<file path="src/indep_watchdog_regs.svh">
// Offsets, field positions, reset values and timing counts of the
// independent watchdog. Included by the design file and the test bench.
//
// Summary of operation
// - Count clock is dedicated clock divided by selection
// - Fourteen-bit down-counter, one step per divided clock
// - Counting starts by itself after reset
// - Reset stops counting, restores all registers
// - Underflow or refresh error restarts count automatically
// - Refresh window bounded by start and end
// - Refresh outside window raises refresh error
// - One bit picks reset or interrupt output
// - Software reads counter through status register
// - Separate underflow and refresh error event outputs
// - Optional count stop in low-power modes
// - Division ratio from boot word four-bit field
// - Timeout from boot word two-bit field
// - Window start and end from boot word
// - Boot word start bit clear starts it; security attribute settable
`ifndef INDEP_WATCHDOG_REGS_SVH
`define INDEP_WATCHDOG_REGS_SVH

// Register offsets (byte addresses, one word each)
`define WD_OFS_REFRESH   8'h00
`define WD_OFS_STATUS    8'h04
`define WD_OFS_IRQ_STAT  8'h08
`define WD_OFS_IRQ_MASK  8'h0C
`define WD_OFS_SECURITY  8'h10

// Refresh key sequence: first then second
`define WD_KEY_FIRST     8'h00
`define WD_KEY_SECOND    8'hFF

// Boot option word field positions
`define BOW_DIV_LSB      4
`define BOW_TOPS_LSB     2
`define BOW_RPES_LSB     8
`define BOW_RPSS_LSB     12
`define BOW_RSTIRQ_BIT   16
`define BOW_STPCTL_BIT   17
`define BOW_START_BIT    1

// Status bits
`define WD_ST_UNDERFLOW  0
`define WD_ST_REFERR     1

// Reset values
`define WD_CNT_RESET     14'h3FFF
`define WD_MASK_RESET    2'b00
`define WD_SEC_RESET     1'b1

// Length of the reset/interrupt pulse in system clocks
`define WD_PULSE_NS      100
`define WD_CLK_NS        25
`define WD_PULSE_CYC     (`WD_PULSE_NS / `WD_CLK_NS)

`endif

</file>
<file path="src/indep_watchdog_pkg.sv">
// Types shared by the independent watchdog design.
package indep_watchdog_pkg;

   typedef struct packed {
      logic [3:0] div_sel;
      logic [1:0] timeout_sel;
      logic [1:0] win_start_sel;
      logic [1:0] win_end_sel;
      logic       reset_or_irq;
      logic       lowpower_stop;
      logic       auto_start;
   } wd_config_type;

   typedef struct packed {
      logic underflow;
      logic refresh_err;
   } wd_event_type;

   typedef enum logic [1:0] {
      ST_IDLE,
      ST_COUNT,
      ST_RESTART
   } wd_state_type;

endpackage

</file>
<file path="src/indep_watchdog.sv">
// Independent watchdog: count-clock divider, down-counter with refresh
// window, event, reset and interrupt outputs, small register port.
// Assumes the dedicated clock arrives as a pin and the boot word is stable
// from reset release onward; all logic runs on the system clock.
//
// Implementation choices: the plain strobed port and the register addresses.
`timescale 1ns/1ps
`default_nettype none
`include "indep_watchdog_regs.svh"

module indep_watchdog (
   // Clock and reset
   input  wire  logic        clk_sys_in,
   input  wire  logic        sys_rst_in,
   // Dedicated watchdog clock, from outside
   input  wire  logic        wd_dedicated_clk_in,
   // Boot option word and low-power state
   input  wire  logic [31:0] boot_option_word0_in,
   input  wire  logic        sleep_mode_in,
   input  wire  logic        sw_standby_in,
   input  wire  logic        snooze_in,
   // Security of the party that writes
   input  wire  logic        bus_secure_in,
   // Register port
   input  wire  logic [7:0]  addr_in,
   input  wire  logic [31:0] wdata_in,
   input  wire  logic        wr_in,
   input  wire  logic        rd_in,
   output logic       [31:0] rdata_out,
   // Watchdog outputs
   output logic              wd_reset_out,
   output logic              wd_nmi_out,
   output logic              irq_out,
   output logic              evt_underflow_out,
   output logic              evt_refresh_err_out,
   output logic              sleep_count_stop_out,
   output logic              secure_attr_out
);

   // Two-stage sync of the dedicated clock, then edge detection
   logic       wclk_s1_q;
   logic       wclk_s2_q;
   logic       wclk_s3_q;
   logic [8:0] pre_q;
   logic [8:0] pre_d;
   logic [13:0] cnt_q;
   logic [13:0] cnt_d;
   logic       key_q;
   logic       key_d;
   logic [1:0] stat_q;
   logic [1:0] stat_d;
   logic [1:0] mask_q;
   logic [1:0] mask_d;
   logic       sec_q;
   logic       sec_d;
   logic [2:0] pulse_q;
   logic [2:0] pulse_d;
   logic       sel_q;
   logic       sel_d;
   logic [31:0] rdata_q;
   logic [31:0] rdata_d;
   logic       evt_uf_q;
   logic       evt_re_q;
   indep_watchdog_pkg::wd_config_type cfg_q;
   indep_watchdog_pkg::wd_state_type  state_q;
   indep_watchdog_pkg::wd_state_type  state_d;
   indep_watchdog_pkg::wd_event_type  evt;

   // Division ratio as a mask on the prescaler; unknown codes divide by 1
   function automatic logic [8:0] div_mask(input logic [3:0] sel);
      case (sel)
         4'h0:    div_mask = 9'h000;
         4'h2:    div_mask = 9'h00F;
         4'h3:    div_mask = 9'h01F;
         4'h4:    div_mask = 9'h03F;
         4'hF:    div_mask = 9'h07F;
         4'h5:    div_mask = 9'h0FF;
         default: div_mask = 9'h000;
      endcase
   endfunction

   // Two-bit selection to a count position: 1/16, 1/4, 1/2 or all of the span
   function automatic logic [13:0] top_val(input logic [1:0] sel);
      case (sel)
         2'h0:    top_val = 14'h03FF;
         2'h1:    top_val = 14'h0FFF;
         2'h2:    top_val = 14'h1FFF;
         default: top_val = 14'h3FFF;
      endcase
   endfunction

   // Window position as a fraction of the timeout: 75, 50, 25, 0/100 %
   function automatic logic [13:0] win_pos(input logic [13:0] top,
                                           input logic [1:0]  sel);
      case (sel)
         2'h0:    win_pos = top - (top >> 2);
         2'h1:    win_pos = top >> 1;
         2'h2:    win_pos = top >> 2;
         default: win_pos = 14'h0000;
      endcase
   endfunction

   wire [13:0] top_w     = top_val(cfg_q.timeout_sel);
   wire [13:0] win_hi_w  = (cfg_q.win_start_sel == 2'h3) ?
                           top_w : win_pos(top_w, cfg_q.win_start_sel);
   wire [13:0] win_lo_w  = win_pos(top_w, cfg_q.win_end_sel);
   wire        in_win_w  = (cnt_q <= win_hi_w) && (cnt_q >= win_lo_w);
   wire        lp_stop_w = cfg_q.lowpower_stop &&
                           (sleep_mode_in || sw_standby_in || snooze_in);
   wire        wclk_rise = wclk_s2_q && !wclk_s3_q;
   wire        tick_w    = wclk_rise &&
                           ((pre_q & div_mask(cfg_q.div_sel)) == 9'h000) &&
                           !lp_stop_w;
   wire        running_w = (state_q == indep_watchdog_pkg::ST_COUNT);
   wire        wr_ref_w  = wr_in && (addr_in == `WD_OFS_REFRESH);
   wire        wr_stat_w = wr_in && (addr_in == `WD_OFS_IRQ_STAT);
   wire        wr_mask_w = wr_in && (addr_in == `WD_OFS_IRQ_MASK);
   wire        wr_sec_w  = wr_in && (addr_in == `WD_OFS_SECURITY) &&
                           bus_secure_in;
   wire        ref_done  = wr_ref_w && key_q &&
                           (wdata_in[7:0] == `WD_KEY_SECOND);
   wire        ref_ok    = running_w && ref_done && in_win_w;
   wire        ref_err   = running_w && ref_done && !in_win_w;
   wire        underflow = running_w && tick_w && (cnt_q == 14'h0000);

   assign evt.underflow   = underflow;
   assign evt.refresh_err = ref_err;

   always_comb begin
      key_d = key_q;
      if (wr_ref_w) begin
         key_d = (wdata_in[7:0] == `WD_KEY_FIRST);
      end
   end

   always_comb begin
      state_d = state_q;
      cnt_d   = cnt_q;
      case (state_q)
         indep_watchdog_pkg::ST_IDLE: begin
            // A boot word with the start bit clear starts it, from either side
            if (cfg_q.auto_start) begin
               state_d = indep_watchdog_pkg::ST_COUNT;
               cnt_d   = top_w;
            end
         end
         indep_watchdog_pkg::ST_COUNT: begin
            if (underflow || ref_err) begin
               state_d = indep_watchdog_pkg::ST_RESTART;
            end else if (ref_ok) begin
               cnt_d = top_w;
            end else if (tick_w) begin
               cnt_d = cnt_q - 14'h0001;
            end
         end
         indep_watchdog_pkg::ST_RESTART: begin
            state_d = indep_watchdog_pkg::ST_COUNT;
            cnt_d   = top_w;
         end
         default: state_d = indep_watchdog_pkg::ST_IDLE;
      endcase
   end

   // Set wins over a write-one clear
   assign stat_d = (stat_q & ~(wr_stat_w ? wdata_in[1:0] : 2'b00)) |
                   {evt.refresh_err, evt.underflow};
   assign mask_d = wr_mask_w ? wdata_in[1:0] : mask_q;
   assign sec_d  = wr_sec_w ? wdata_in[0] : sec_q;
   assign pre_d  = wclk_rise ? pre_q + 9'h001 : pre_q;
   assign pulse_d = (underflow || ref_err) ? 3'(`WD_PULSE_CYC) :
                    (pulse_q != 3'h0) ? pulse_q - 3'h1 : 3'h0;
   assign sel_d  = (underflow || ref_err) ? cfg_q.reset_or_irq : sel_q;

   wire rd_stat_w = (addr_in == `WD_OFS_STATUS);
   wire rd_irqs_w = (addr_in == `WD_OFS_IRQ_STAT);
   wire rd_mask_w = (addr_in == `WD_OFS_IRQ_MASK);
   wire rd_sec_w  = (addr_in == `WD_OFS_SECURITY);

   always_comb begin
      rdata_d = 32'h0000_0000;
      if (rd_in && rd_stat_w) begin
         rdata_d = {18'h0_0000, cnt_q};
      end else if (rd_in && rd_irqs_w) begin
         rdata_d = {30'h0000_0000, stat_q};
      end else if (rd_in && rd_mask_w) begin
         rdata_d = {30'h0000_0000, mask_q};
      end else if (rd_in && rd_sec_w) begin
         rdata_d = {31'h0000_0000, sec_q};
      end
   end

   always_ff @(posedge clk_sys_in or posedge sys_rst_in) begin
      if (sys_rst_in) begin
         wclk_s1_q <= 1'b0;
         wclk_s2_q <= 1'b0;
         wclk_s3_q <= 1'b0;
      end else begin
         wclk_s1_q <= wd_dedicated_clk_in;
         wclk_s2_q <= wclk_s1_q;
         wclk_s3_q <= wclk_s2_q;
      end
   end

   // Boot word caught after release, not under the asynchronous reset
   logic cfg_taken_q;
   always_ff @(posedge clk_sys_in or posedge sys_rst_in) begin
      if (sys_rst_in) begin
         cfg_q       <= '0;
         cfg_taken_q <= 1'b0;
      end else if (!cfg_taken_q) begin
         cfg_taken_q         <= 1'b1;
         cfg_q.div_sel       <= boot_option_word0_in[`BOW_DIV_LSB +: 4];
         cfg_q.timeout_sel   <= boot_option_word0_in[`BOW_TOPS_LSB +: 2];
         cfg_q.win_start_sel <= boot_option_word0_in[`BOW_RPSS_LSB +: 2];
         cfg_q.win_end_sel   <= boot_option_word0_in[`BOW_RPES_LSB +: 2];
         cfg_q.reset_or_irq  <= boot_option_word0_in[`BOW_RSTIRQ_BIT];
         cfg_q.lowpower_stop <= boot_option_word0_in[`BOW_STPCTL_BIT];
         cfg_q.auto_start    <= !boot_option_word0_in[`BOW_START_BIT];
      end
   end

   always_ff @(posedge clk_sys_in or posedge sys_rst_in) begin
      if (sys_rst_in) begin
         state_q  <= indep_watchdog_pkg::ST_IDLE;
         cnt_q    <= `WD_CNT_RESET;
         pre_q    <= 9'h000;
         key_q    <= 1'b0;
         stat_q   <= 2'b00;
         mask_q   <= `WD_MASK_RESET;
         sec_q    <= `WD_SEC_RESET;
         pulse_q  <= 3'h0;
         sel_q    <= 1'b0;
         rdata_q  <= 32'h0000_0000;
         evt_uf_q <= 1'b0;
         evt_re_q <= 1'b0;
      end else begin
         state_q  <= state_d;
         cnt_q    <= cnt_d;
         pre_q    <= pre_d;
         key_q    <= key_d;
         stat_q   <= stat_d;
         mask_q   <= mask_d;
         sec_q    <= sec_d;
         pulse_q  <= pulse_d;
         sel_q    <= sel_d;
         rdata_q  <= rdata_d;
         evt_uf_q <= evt.underflow;
         evt_re_q <= evt.refresh_err;
      end
   end

   // Selection bit set means reset, clear means interrupt
   assign wd_reset_out         = (pulse_q != 3'h0) && sel_q;
   assign wd_nmi_out           = (pulse_q != 3'h0) && !sel_q;
   assign irq_out              = |(stat_q & mask_q);
   assign evt_underflow_out    = evt_uf_q;
   assign evt_refresh_err_out  = evt_re_q;
   assign sleep_count_stop_out = cfg_q.lowpower_stop && sleep_mode_in;
   assign secure_attr_out      = sec_q;
   assign rdata_out            = rdata_q;

   // Event outputs follow their cause by one cycle
   AST_UF_EVENT: assert property (@(posedge clk_sys_in)
      disable iff (sys_rst_in)
      underflow |=> evt_underflow_out)
      else $error("underflow event lost");

   AST_RE_EVENT: assert property (@(posedge clk_sys_in)
      disable iff (sys_rst_in)
      ref_err |=> evt_refresh_err_out)
      else $error("refresh error lost");

   AST_UF_ONCE: assert property (@(posedge clk_sys_in)
      disable iff (sys_rst_in)
      evt_underflow_out |=> !evt_underflow_out)
      else $error("underflow event too long");

   AST_UF_STATUS: assert property (@(posedge clk_sys_in)
      disable iff (sys_rst_in)
      underflow |=> stat_q[`WD_ST_UNDERFLOW])
      else $error("underflow status not set");

   AST_RE_STATUS: assert property (@(posedge clk_sys_in)
      disable iff (sys_rst_in)
      ref_err |=> stat_q[`WD_ST_REFERR])
      else $error("refresh error status not set");

   // Restart takes one idle cycle, then counts from the top
   AST_RESTART: assert property (@(posedge clk_sys_in)
      disable iff (sys_rst_in)
      (underflow || ref_err) |=> ##1 (cnt_q == top_w) && running_w)
      else $error("no automatic restart");

   AST_RELOAD: assert property (@(posedge clk_sys_in)
      disable iff (sys_rst_in)
      ref_ok |=> cnt_q == $past(top_w))
      else $error("refresh no reload");

   AST_KEY_BREAK: assert property (@(posedge clk_sys_in)
      disable iff (sys_rst_in)
      (wr_ref_w && wdata_in[7:0] != `WD_KEY_FIRST) |=> !key_q)
      else $error("refresh key not broken");

   AST_DECREMENT: assert property (@(posedge clk_sys_in)
      disable iff (sys_rst_in)
      (running_w && tick_w && !ref_done && cnt_q != 14'h0000)
      |=> cnt_q == $past(cnt_q) - 14'h0001)
      else $error("no decrement");

   AST_HOLD: assert property (@(posedge clk_sys_in)
      disable iff (sys_rst_in)
      (running_w && !tick_w && !ref_done) |=> $stable(cnt_q))
      else $error("count moved without tick");

   AST_COUNT_TOP: assert property (@(posedge clk_sys_in)
      disable iff (sys_rst_in)
      running_w |-> cnt_q <= top_w)
      else $error("count above timeout");

   AST_TICK_EDGE: assert property (@(posedge clk_sys_in)
      disable iff (sys_rst_in)
      tick_w |-> wclk_rise)
      else $error("tick without clock edge");

   AST_LP_STOP: assert property (@(posedge clk_sys_in)
      disable iff (sys_rst_in)
      lp_stop_w |-> !tick_w)
      else $error("count in low power");

   // Only one of the two alarm outputs, for the full pulse
   AST_OUT_SEL: assert property (@(posedge clk_sys_in)
      disable iff (sys_rst_in)
      (underflow || ref_err) |=> (wd_reset_out == $past(cfg_q.reset_or_irq))
      && (wd_nmi_out != $past(cfg_q.reset_or_irq)))
      else $error("bad output");

   AST_PULSE_LEN: assert property (@(posedge clk_sys_in)
      disable iff (sys_rst_in)
      (underflow || ref_err) |=> (wd_reset_out || wd_nmi_out) [*4])
      else $error("alarm pulse too short");

   AST_ONE_OUT: assert property (@(posedge clk_sys_in)
      disable iff (sys_rst_in)
      !(wd_reset_out && wd_nmi_out))
      else $error("reset and interrupt together");

   // Window bounds are inclusive on both sides
   AST_WINDOW: assert property (@(posedge clk_sys_in)
      disable iff (sys_rst_in)
      (running_w && ref_done && cnt_q > win_hi_w) |-> ref_err)
      else $error("refresh outside window accepted");

   AST_WIN_LOW: assert property (@(posedge clk_sys_in)
      disable iff (sys_rst_in)
      (running_w && ref_done && cnt_q < win_lo_w) |-> ref_err)
      else $error("refresh below window accepted");

   AST_WIN_ACCEPT: assert property (@(posedge clk_sys_in)
      disable iff (sys_rst_in)
      (running_w && ref_done && in_win_w) |-> ref_ok)
      else $error("refresh inside window refused");

   AST_READ_COUNT: assert property (@(posedge clk_sys_in)
      disable iff (sys_rst_in)
      (rd_in && addr_in == `WD_OFS_STATUS)
      |=> rdata_out == {18'h0_0000, $past(cnt_q)})
      else $error("count read wrong");

   AST_SEC_GUARD: assert property (@(posedge clk_sys_in)
      disable iff (sys_rst_in)
      (wr_in && addr_in == `WD_OFS_SECURITY && !bus_secure_in)
      |=> $stable(secure_attr_out))
      else $error("nonsecure write took effect");

   // Boot settings must not move once captured
   AST_CFG_HOLD: assert property (@(posedge clk_sys_in)
      disable iff (sys_rst_in)
      cfg_taken_q |=> $stable(cfg_q))
      else $error("configuration changed");

   AST_AUTOSTART: assert property (@(posedge clk_sys_in)
      disable iff (sys_rst_in)
      $rose(cfg_taken_q) && cfg_q.auto_start |=> running_w)
      else $error("no auto start");

endmodule
`default_nettype wire

</file>
<file path="config.mk">
export PLATFORM = sky130hd
export DESIGN_NAME = indep_watchdog
export DESIGN_NICKNAME = d
export VERILOG_FILES = /design/src/indep_watchdog_pkg.sv /design/src/indep_watchdog.sv
export VERILOG_INCLUDE_DIRS = /design/src
export SDC_FILE = /design/constraint.sdc
export NUM_CORES = 1
export LEC_CHECK = 0
export BUFFER_PORTS_ARGS = -buffer_cell sky130_fd_sc_hd__buf_2
export CORE_ASPECT_RATIO = 1.2
export CORE_MARGIN = 1
export CORE_UTILIZATION = 45
export DETAILED_ROUTE_END_ITERATION = 12
export PLACE_DENSITY = 0.73
export SETUP_SLACK_MARGIN = 0.02
export SLEW_MARGIN = 20
export SYNTH_ARGS = -nofsm -noshare
export SYNTH_HDL_FRONTEND = slang
export SYNTH_SLANG_ARGS = --single-unit
</file>
<file path="constraint.sdc">
create_clock -name clk_sys_in -period 11.3 [get_ports clk_sys_in]
set_clock_uncertainty 0.15 [all_clocks]
set_input_delay 1.13 -clock clk_sys_in [delete_from_list [all_inputs] [get_ports clk_sys_in]]
set_output_delay 1.13 -clock clk_sys_in [all_outputs]
set_load 0.005 [all_outputs]
</file>
==> out/results.ini, run 1 <==
[layout]
fin_util_pct=52.7
final_common_cell=buf_2
final_cell_mix=58 x buf_2, 52 x dfrtp_1, 42 x ha_1
drive_gt1_share_pct=27.6
nets=614
areaGrowthSynthToFinish_pct=12.1
fill_cells=841
diodes=0

[run]
maxCapViolCount=0

[logic_synthesis]
ys_types=71
muxShareOfSynthArea_pct=5.48
synth_area_mm2=0.00432
synth_top_family_by_area=simple AND/OR/NAND/NOR gates
syn_avg_cell_area_um2=9.97
synthArstFlopShare_pct=100
seq_area_frac_synth_pct=39.3
synthCells=433
synth_compound_area_share_pct=14.8
yosys.area_share.simple_pct=19.6
yosys_warnings=0
synth-seq-cells=67
synth-edff-count=0
synth_fa_ha_area_share_pct=12.2
ys.flop_type=dfrtp_1
synth-xor-area-share_pct=2.03

[grt]
grt_max_degree=68
grtUsageTotal_pct=18.6
grt_pass1_vias=3226
antenna_found_initial=0
grt_pass1_wl_um=14700
grt_overflow=0

[worst_hold_path]
hold_class=flip-flop to flip-flop

[critical_path]
start_kind=flip-flop
arrival_ps=4230
cp_max_fo=18
critPathKind=flip-flop to flip-flop
cp-end-kind=flip-flop
worstPathRequired_ps=11430

[sta]
rsz0062_at_grt=no
final-hold-violation-count=0
clock.fmax_mhz=244
tightest_slew_ps=817
period_share_pct=36.3
layout_setup_ws_ps=7200
hold_slack_ps=208
finalSetupViolations=0
finalSetupTns_ps=0
slew_headroom_pct=45.6
timing.final.crit_period_ps=4100
finalMaxSlewViolations=0

[power]
switching_share_pct=39.4
power.density_mw_per_mm2=175
vdd_ir_drop_max_v=0.0000817
intPower_mw=0.514
p_comb_share_pct=32.3
seq_power_share_pct=45.4
clockPowerShare_pct=22.3
leakage_nw=2.37
switchingPower_mw=0.335

[detailed_routing]
detail-route-antenna-nets=0
num_vias=3418
drcViolationCount=0
wl_per_cell_um=14.2
drt_wl_total_um=8730
viasPerCell=5.55
drt_first_pass_iters=4
drtIter0Drc=106

[cts]
ctsHoldBuffers=0
insertion_delay_ps=350
clock-sinks=67
path_clk_slew_ps=90
cts_made_buffers=9
htree_num_levels=3
cts-root-buf=clkbuf_8
postCtsResizedCells=0
cts_setup_buffers=0
cts_tree=done
clockBufferDepth=2

[floorplan]
io_pins=120
dieArea_mm2=0.00999
rows=38
die_x_um=91.4
start_util_pct=47.0
chipHeight_um=109
coreArea_mm2=0.00918

[run_status]
status=finished, final reports clean

[place]
gp_congestion=0.877
numPortBuffers=58
dp_hpwl_um=6440
dp_slack_ps=6920

[routing by layer]
| layer | vias to the layer above | global-route usage, % | routed length, um |
|---|---|---|---|
| li1 | 1651 | - | - |
| met5 | - | 0 | 0 |
| met1 | 1659 | 22.6 | 3820 |
| met2 | 89 | 31.2 | 4310 |
| met3 | 19 | 2.65 | 323 |
| met4 | 0 | 11.5 | 278 |
[Yosys cell counts (3+ instances only)]
library cell / n / share of area [%]
a211oi_1: 4 / 0.70
a21bo_2: 3 / 0.70
a21o_1: 4 / 0.70
a21oi_1: 21 / 2.4
a22o_1: 4 / 0.81
a31oi_1: 6 / 0.87
a41oi_1: 5 / 1.0
and2_1: 17 / 2.5
and3_1: 5 / 0.72
and4_1: 3 / 0.61
buf_4: 18 / 3.1
clkbuf_1: 8 / 0.70
dfrtp_1: 52 / 30
dfstp_2: 15 / 9.1
ha_1: 42 / 12
inv_1: 22 / 1.9
mux2_2: 17 / 4.4
mux2i_1: 3 / 0.70
nand2_1: 26 / 2.3
nand2b_1: 6 / 0.87
nand3_1: 10 / 1.2
nand4_1: 9 / 1.3
nor2_1: 24 / 2.1
nor2b_1: 4 / 0.58
nor3_1: 10 / 1.2
nor3b_1: 3 / 0.52
nor4_1: 5 / 0.72
o21ai_0: 12 / 1.4
o21bai_1: 3 / 0.52
o31ai_1: 4 / 0.70
or2_2: 7 / 1.0
or3_1: 3 / 0.43
xnor2_1: 6 / 1.2
xor2_1: 4 / 0.81
[flip-flops by register name (all words and copies together) (netlist names), 2 cells and up]
register,count
pre_q,8
mask_q,2
stat_q,2
pulse_q,3
state_q,2
cnt_q,14
rdata_out,14
cfg_q,13
[final timing paths]
path | slack [ps] | end | cells after the start | from
min in group asynchronous | 860 | cfg_q[4]$_DFFE_PP0N_ | 3 | sys_rst_in
max reg2reg | 7200 | cnt_q[1]$_DFFE_PP1P_ | 13 | cfg_q[7]$_DFFE_PP0N_
max | 7200 | cnt_q[1]$_DFFE_PP1P_ | 13 | cfg_q[7]$_DFFE_PP0N_
min | 210 | wclk_s2_q$_DFF_PP0_ | 0 | wclk_s1_q$_DFF_PP0_
min reg2reg | 210 | wclk_s2_q$_DFF_PP0_ | 0 | wclk_s1_q$_DFF_PP0_
max in group asynchronous | 9610 | sel_q$_DFFE_PP0P_ | 3 | sys_rst_in
[area by class of cell]
cell class | count | area (um^2) | share of cell area [%]
Multi-Input combinational cell | 330 | 2420 | 49.9
Sequential cell | 67 | 1700 | 35.0
Timing Repair Buffer | 60 | 305 | 6.31
Tap cell | 120 | 150 | 3.10
Clock buffer | 9 | 124 | 2.56
Inverter | 23 | 86.3 | 1.78
Clock inverter | 7 | 60.1 | 1.24
[power groups by stage]
stage          Sequential (mW)  Combinational (mW)  Clock [mW]
6_report                 0.385               0.274       0.189
5_1_grt                  0.395               0.315       0.204
4_1_cts                  0.385               0.274       0.192
3_5_place_dp             0.388               0.272           0
3_3_place_gp             0.387               0.256           0
2_1_floorplan            0.350               0.231           0
[per-stage QoR]
step | area [um^2] | std cells | power, mW
after floorplan | 4380 | 450 | 0.582
after global placement | 4640 | 600 | 0.643
after detailed placement | 4640 | 600 | 0.660
after CTS | 4830 | 616 | 0.851
after global routing | 4840 | 616 | 0.914
final | 4840 | 616 | 0.849
[worst max-delay path: stages (launching register included)]
cell,delay [ps]
dfrtp_1,440
inv_1,130
ha_1,380
inv_1,140
a21oi_1,200
ha_1,270
and3_1,200
a221o_1,300
a221o_1,410
o211ai_1,180
o21ai_0,120
o21ai_2,610
o21ai_0,290
a22oi_1,210
[logic make-up (layout without fill, tap and decap cells)]
logic type	count (synthesis)	count (layout)
compound gates	89	89
flops	67	67
xor+xnor	10	10
fa+ha+maj	42	42
buf+inv	53	99
other cells	2	19
simple gates	149	149
mux	21	21
No activity file was read; power rests on OpenSTA's default activity.
==> inputs of run 2 (changes only) <==
- ABC_AREA: default -> 1
- clock period: 11.3 -> 4.1 ns (I/O delays scaled with it)
==> run 2 against run 1 <==
  * Sequential cell count is the same
  * Final cell count grew 28%
  * Wire length grew 6.4%
  * Worst setup slack lost 6400 ps
  * Largest power group is now combinational cells
  * Highest routed layer unchanged
==> out/results.ini, run 2 <==
[run_status]
status=finished, final reports clean

[detailed_routing]
detail-route-antenna-nets=0
drcViolationCount=0
wl_per_cell_um=11.8
drt_first_pass_iters=4
drtIter0Drc=191
num_vias=3864
drt_wl_total_um=9290
viasPerCell=4.90

[grt]
grt_pass1_vias=3797
grt_pass1_wl_um=16400
grtUsageTotal_pct=19.5
grt_max_degree=42
antenna_found_initial=0
grt_overflow=0

[cts]
cts_tree=done
insertion_delay_ps=340
cts_made_buffers=9
path_clk_slew_ps=60
htree_num_levels=3
clockBufferDepth=2
clock-sinks=67
postCtsResizedCells=0
cts-root-buf=clkbuf_16

[place]
gp_congestion=0.873
dp_hpwl_um=7260
dpl_cell_area_mm2=0.00486
numPortBuffers=58

[logic_synthesis]
yosys_warnings=0
syn_avg_cell_area_um2=7.57
ys_types=37
yosys.area_share.simple_pct=30.3
seq_area_frac_synth_pct=37.6
synth-seq-cells=67
synthCells=596
synth-xor-area-share_pct=2.14
synth_area_leaders=dfrtp_1 29%, nand2_1 14%, ha_1 12%, dfstp_2 8.7%, inv_1 6.2%
synth_common_cells=170 x nand2_1, 75 x inv_1, 74 x nor2_1, 52 x dfrtp_1, 42 x ha_1
synth_fa_ha_area_share_pct=11.7
yosys.area.top_type=dfrtp_1
synth-edff-count=0
synth_area_mm2=0.00451
muxShareOfSynthArea_pct=1.75
ys.flop_type=dfrtp_1
synth_compound_area_share_pct=5.94
synthArstFlopShare_pct=100
synth_top_area_share_pct=28.8
yosysMostFrequentCell=nand2_1
synth_top_family_by_area=simple AND/OR/NAND/NOR gates

[critical_path]
critPathKind=flip-flop to flip-flop
arrival_ps=3380
cp_max_fo=14
worstPathRequired_ps=4220
cp-end-kind=flip-flop
start_kind=flip-flop
r2r_start=cfg_q[7]$_DFFE_PP0N_
critical_path.startpoint=cfg_q[7]$_DFFE_PP0N_
reg2reg_depth=20

[layout]
final_cell_mix=170 x nand2_1, 74 x inv_1, 74 x nor2_1
diodes=0
fin_area_mm2=0.00515
nets=784
final_common_cell=nand2_1
fill_cells=907
drive_gt1_share_pct=18.2
areaGrowthSynthToFinish_pct=14.2
fin_util_pct=53.6

[floorplan]
coreArea_mm2=0.00961
chipHeight_um=112
io_pins=120
die_x_um=93.4
dieArea_mm2=0.0104
rows=39
start_util_pct=46.9

[sta]
finalMaxSlewViolations=0
tightest_slew_ps=614
slew_headroom_pct=59.1
clock.fmax_mhz=307
timing.final.crit_period_ps=3260
rsz0062_at_grt=no
final-hold-violation-count=0
finalSetupTns_ps=0
finalSetupViolations=0
period_share_pct=79.5

[power]
power.density_mw_per_mm2=520
vdd_ir_drop_max_v=0.000298
report.power.total_mw=2.68
leakage_nw=2.84

[worst_hold_path]
min_from=wd_dedicated_clk_in
hold_class=primary input to flip-flop
hold_path_depth=1

[run]
maxCapViolCount=0

-- run 2: cell types whose count changed in the layout (fill, tap and decap cells not counted), sizes merged, moves of 6 or more --
cell / change
nand2b: -6
nand2: +147
or2: -6
nand3: +29
inv: +53
nor2: +57
and3: -6
xor2: +6
mux2: -11
and2: -18
o21ai: +6
-- run 2: final timing paths --
kind	slack, ps	to
max reg2reg	840	cnt_q[6]$_DFFE_PP1P_
min	30	wclk_s1_q$_DFF_PP0_
max in group asynchronous	2360	cnt_q[4]$_DFFE_PP1P_
max	840	cnt_q[6]$_DFFE_PP1P_
min in group asynchronous	510	stat_q[1]$_DFF_PP0_
min reg2reg	220	wclk_s2_q$_DFF_PP0_
-- run 2: stage by stage --
| stage | hold WS (ps) | cells | setup slack (ps) |
|---|---|---|---|
| 2_1_floorplan | 181 | 613 | 1380 |
| 3_3_place_gp | 194 | 772 | 1040 |
| 3_5_place_dp | 196 | 772 | 942 |
| 4_1_cts | 19.3 | 789 | 869 |
| 5_1_grt | 20.6 | 789 | 524 |
| 6_report | 25.3 | 789 | 842 |
-- run 2: area by class of cell --
| cell class | instances | area [um^2] | area share (%) |
|---|---|---|---|
| clock buffers | 10 | 229 | 4.45 |
| clock inverters | 6 | 51.3 | 0.996 |
| inverters | 79 | 297 | 5.76 |
| multi-input cells | 443 | 2410 | 46.8 |
| flip-flops and latches | 67 | 1700 | 32.9 |
| well taps | 123 | 154 | 2.99 |
| repair buffers | 61 | 315 | 6.12 |
-- run 2: report_power, final --
| part | total [mW] | internal [mW] | switching, mW |
|---|---|---|---|
| registers | 0.977 | 0.819 | 0.159 |
| clock network | 0.716 | 0.415 | 0.301 |
| logic | 0.986 | 0.376 | 0.610 |
| total | 2.68 | 1.61 | 1.07 |
-- run 2: critical path, cell delays in order, from the launching register on --
cell     delay (ps)
dfrtp_1         400
inv_1           110
ha_1            320
inv_1            70
o21ai_0         230
o22ai_1         120
a31oi_1         210
ha_1            270
nand2_1         100
inv_1            50
nand2_1          50
nand2_1          40
a21oi_1         110
nand2_1          70
nand2_2         110
nand2_2          60
nand2_1          70
nand3_2         100
nor2_4          330
nand2_1         100
nand2_1          90
-- run 2: repair_timing --
item,CTS,global route
buffers inserted,0,0
hold endpoints to repair,21,0
hold buffers,1,0
-- run 2: cell families after synthesis --
logic type                 Yosys count
and+or+nand+nor                    316
other                                2
DFF                                 67
AOI/OAI and AO/OA                   48
buffers and inverters              103
muxes                                7
xor gates and xnor gates            11
adders and majority gates           42
-- run 2: layer usage --
| metal | GRT usage, % | part of all wire [%] |
|---|---|---|
| met4 | 7.90 | 2.4 |
| met5 | 0 | 0 |
| met3 | 3.07 | 3.9 |
| met2 | 33.4 | 51 |
| met1 | 24.4 | 43 |
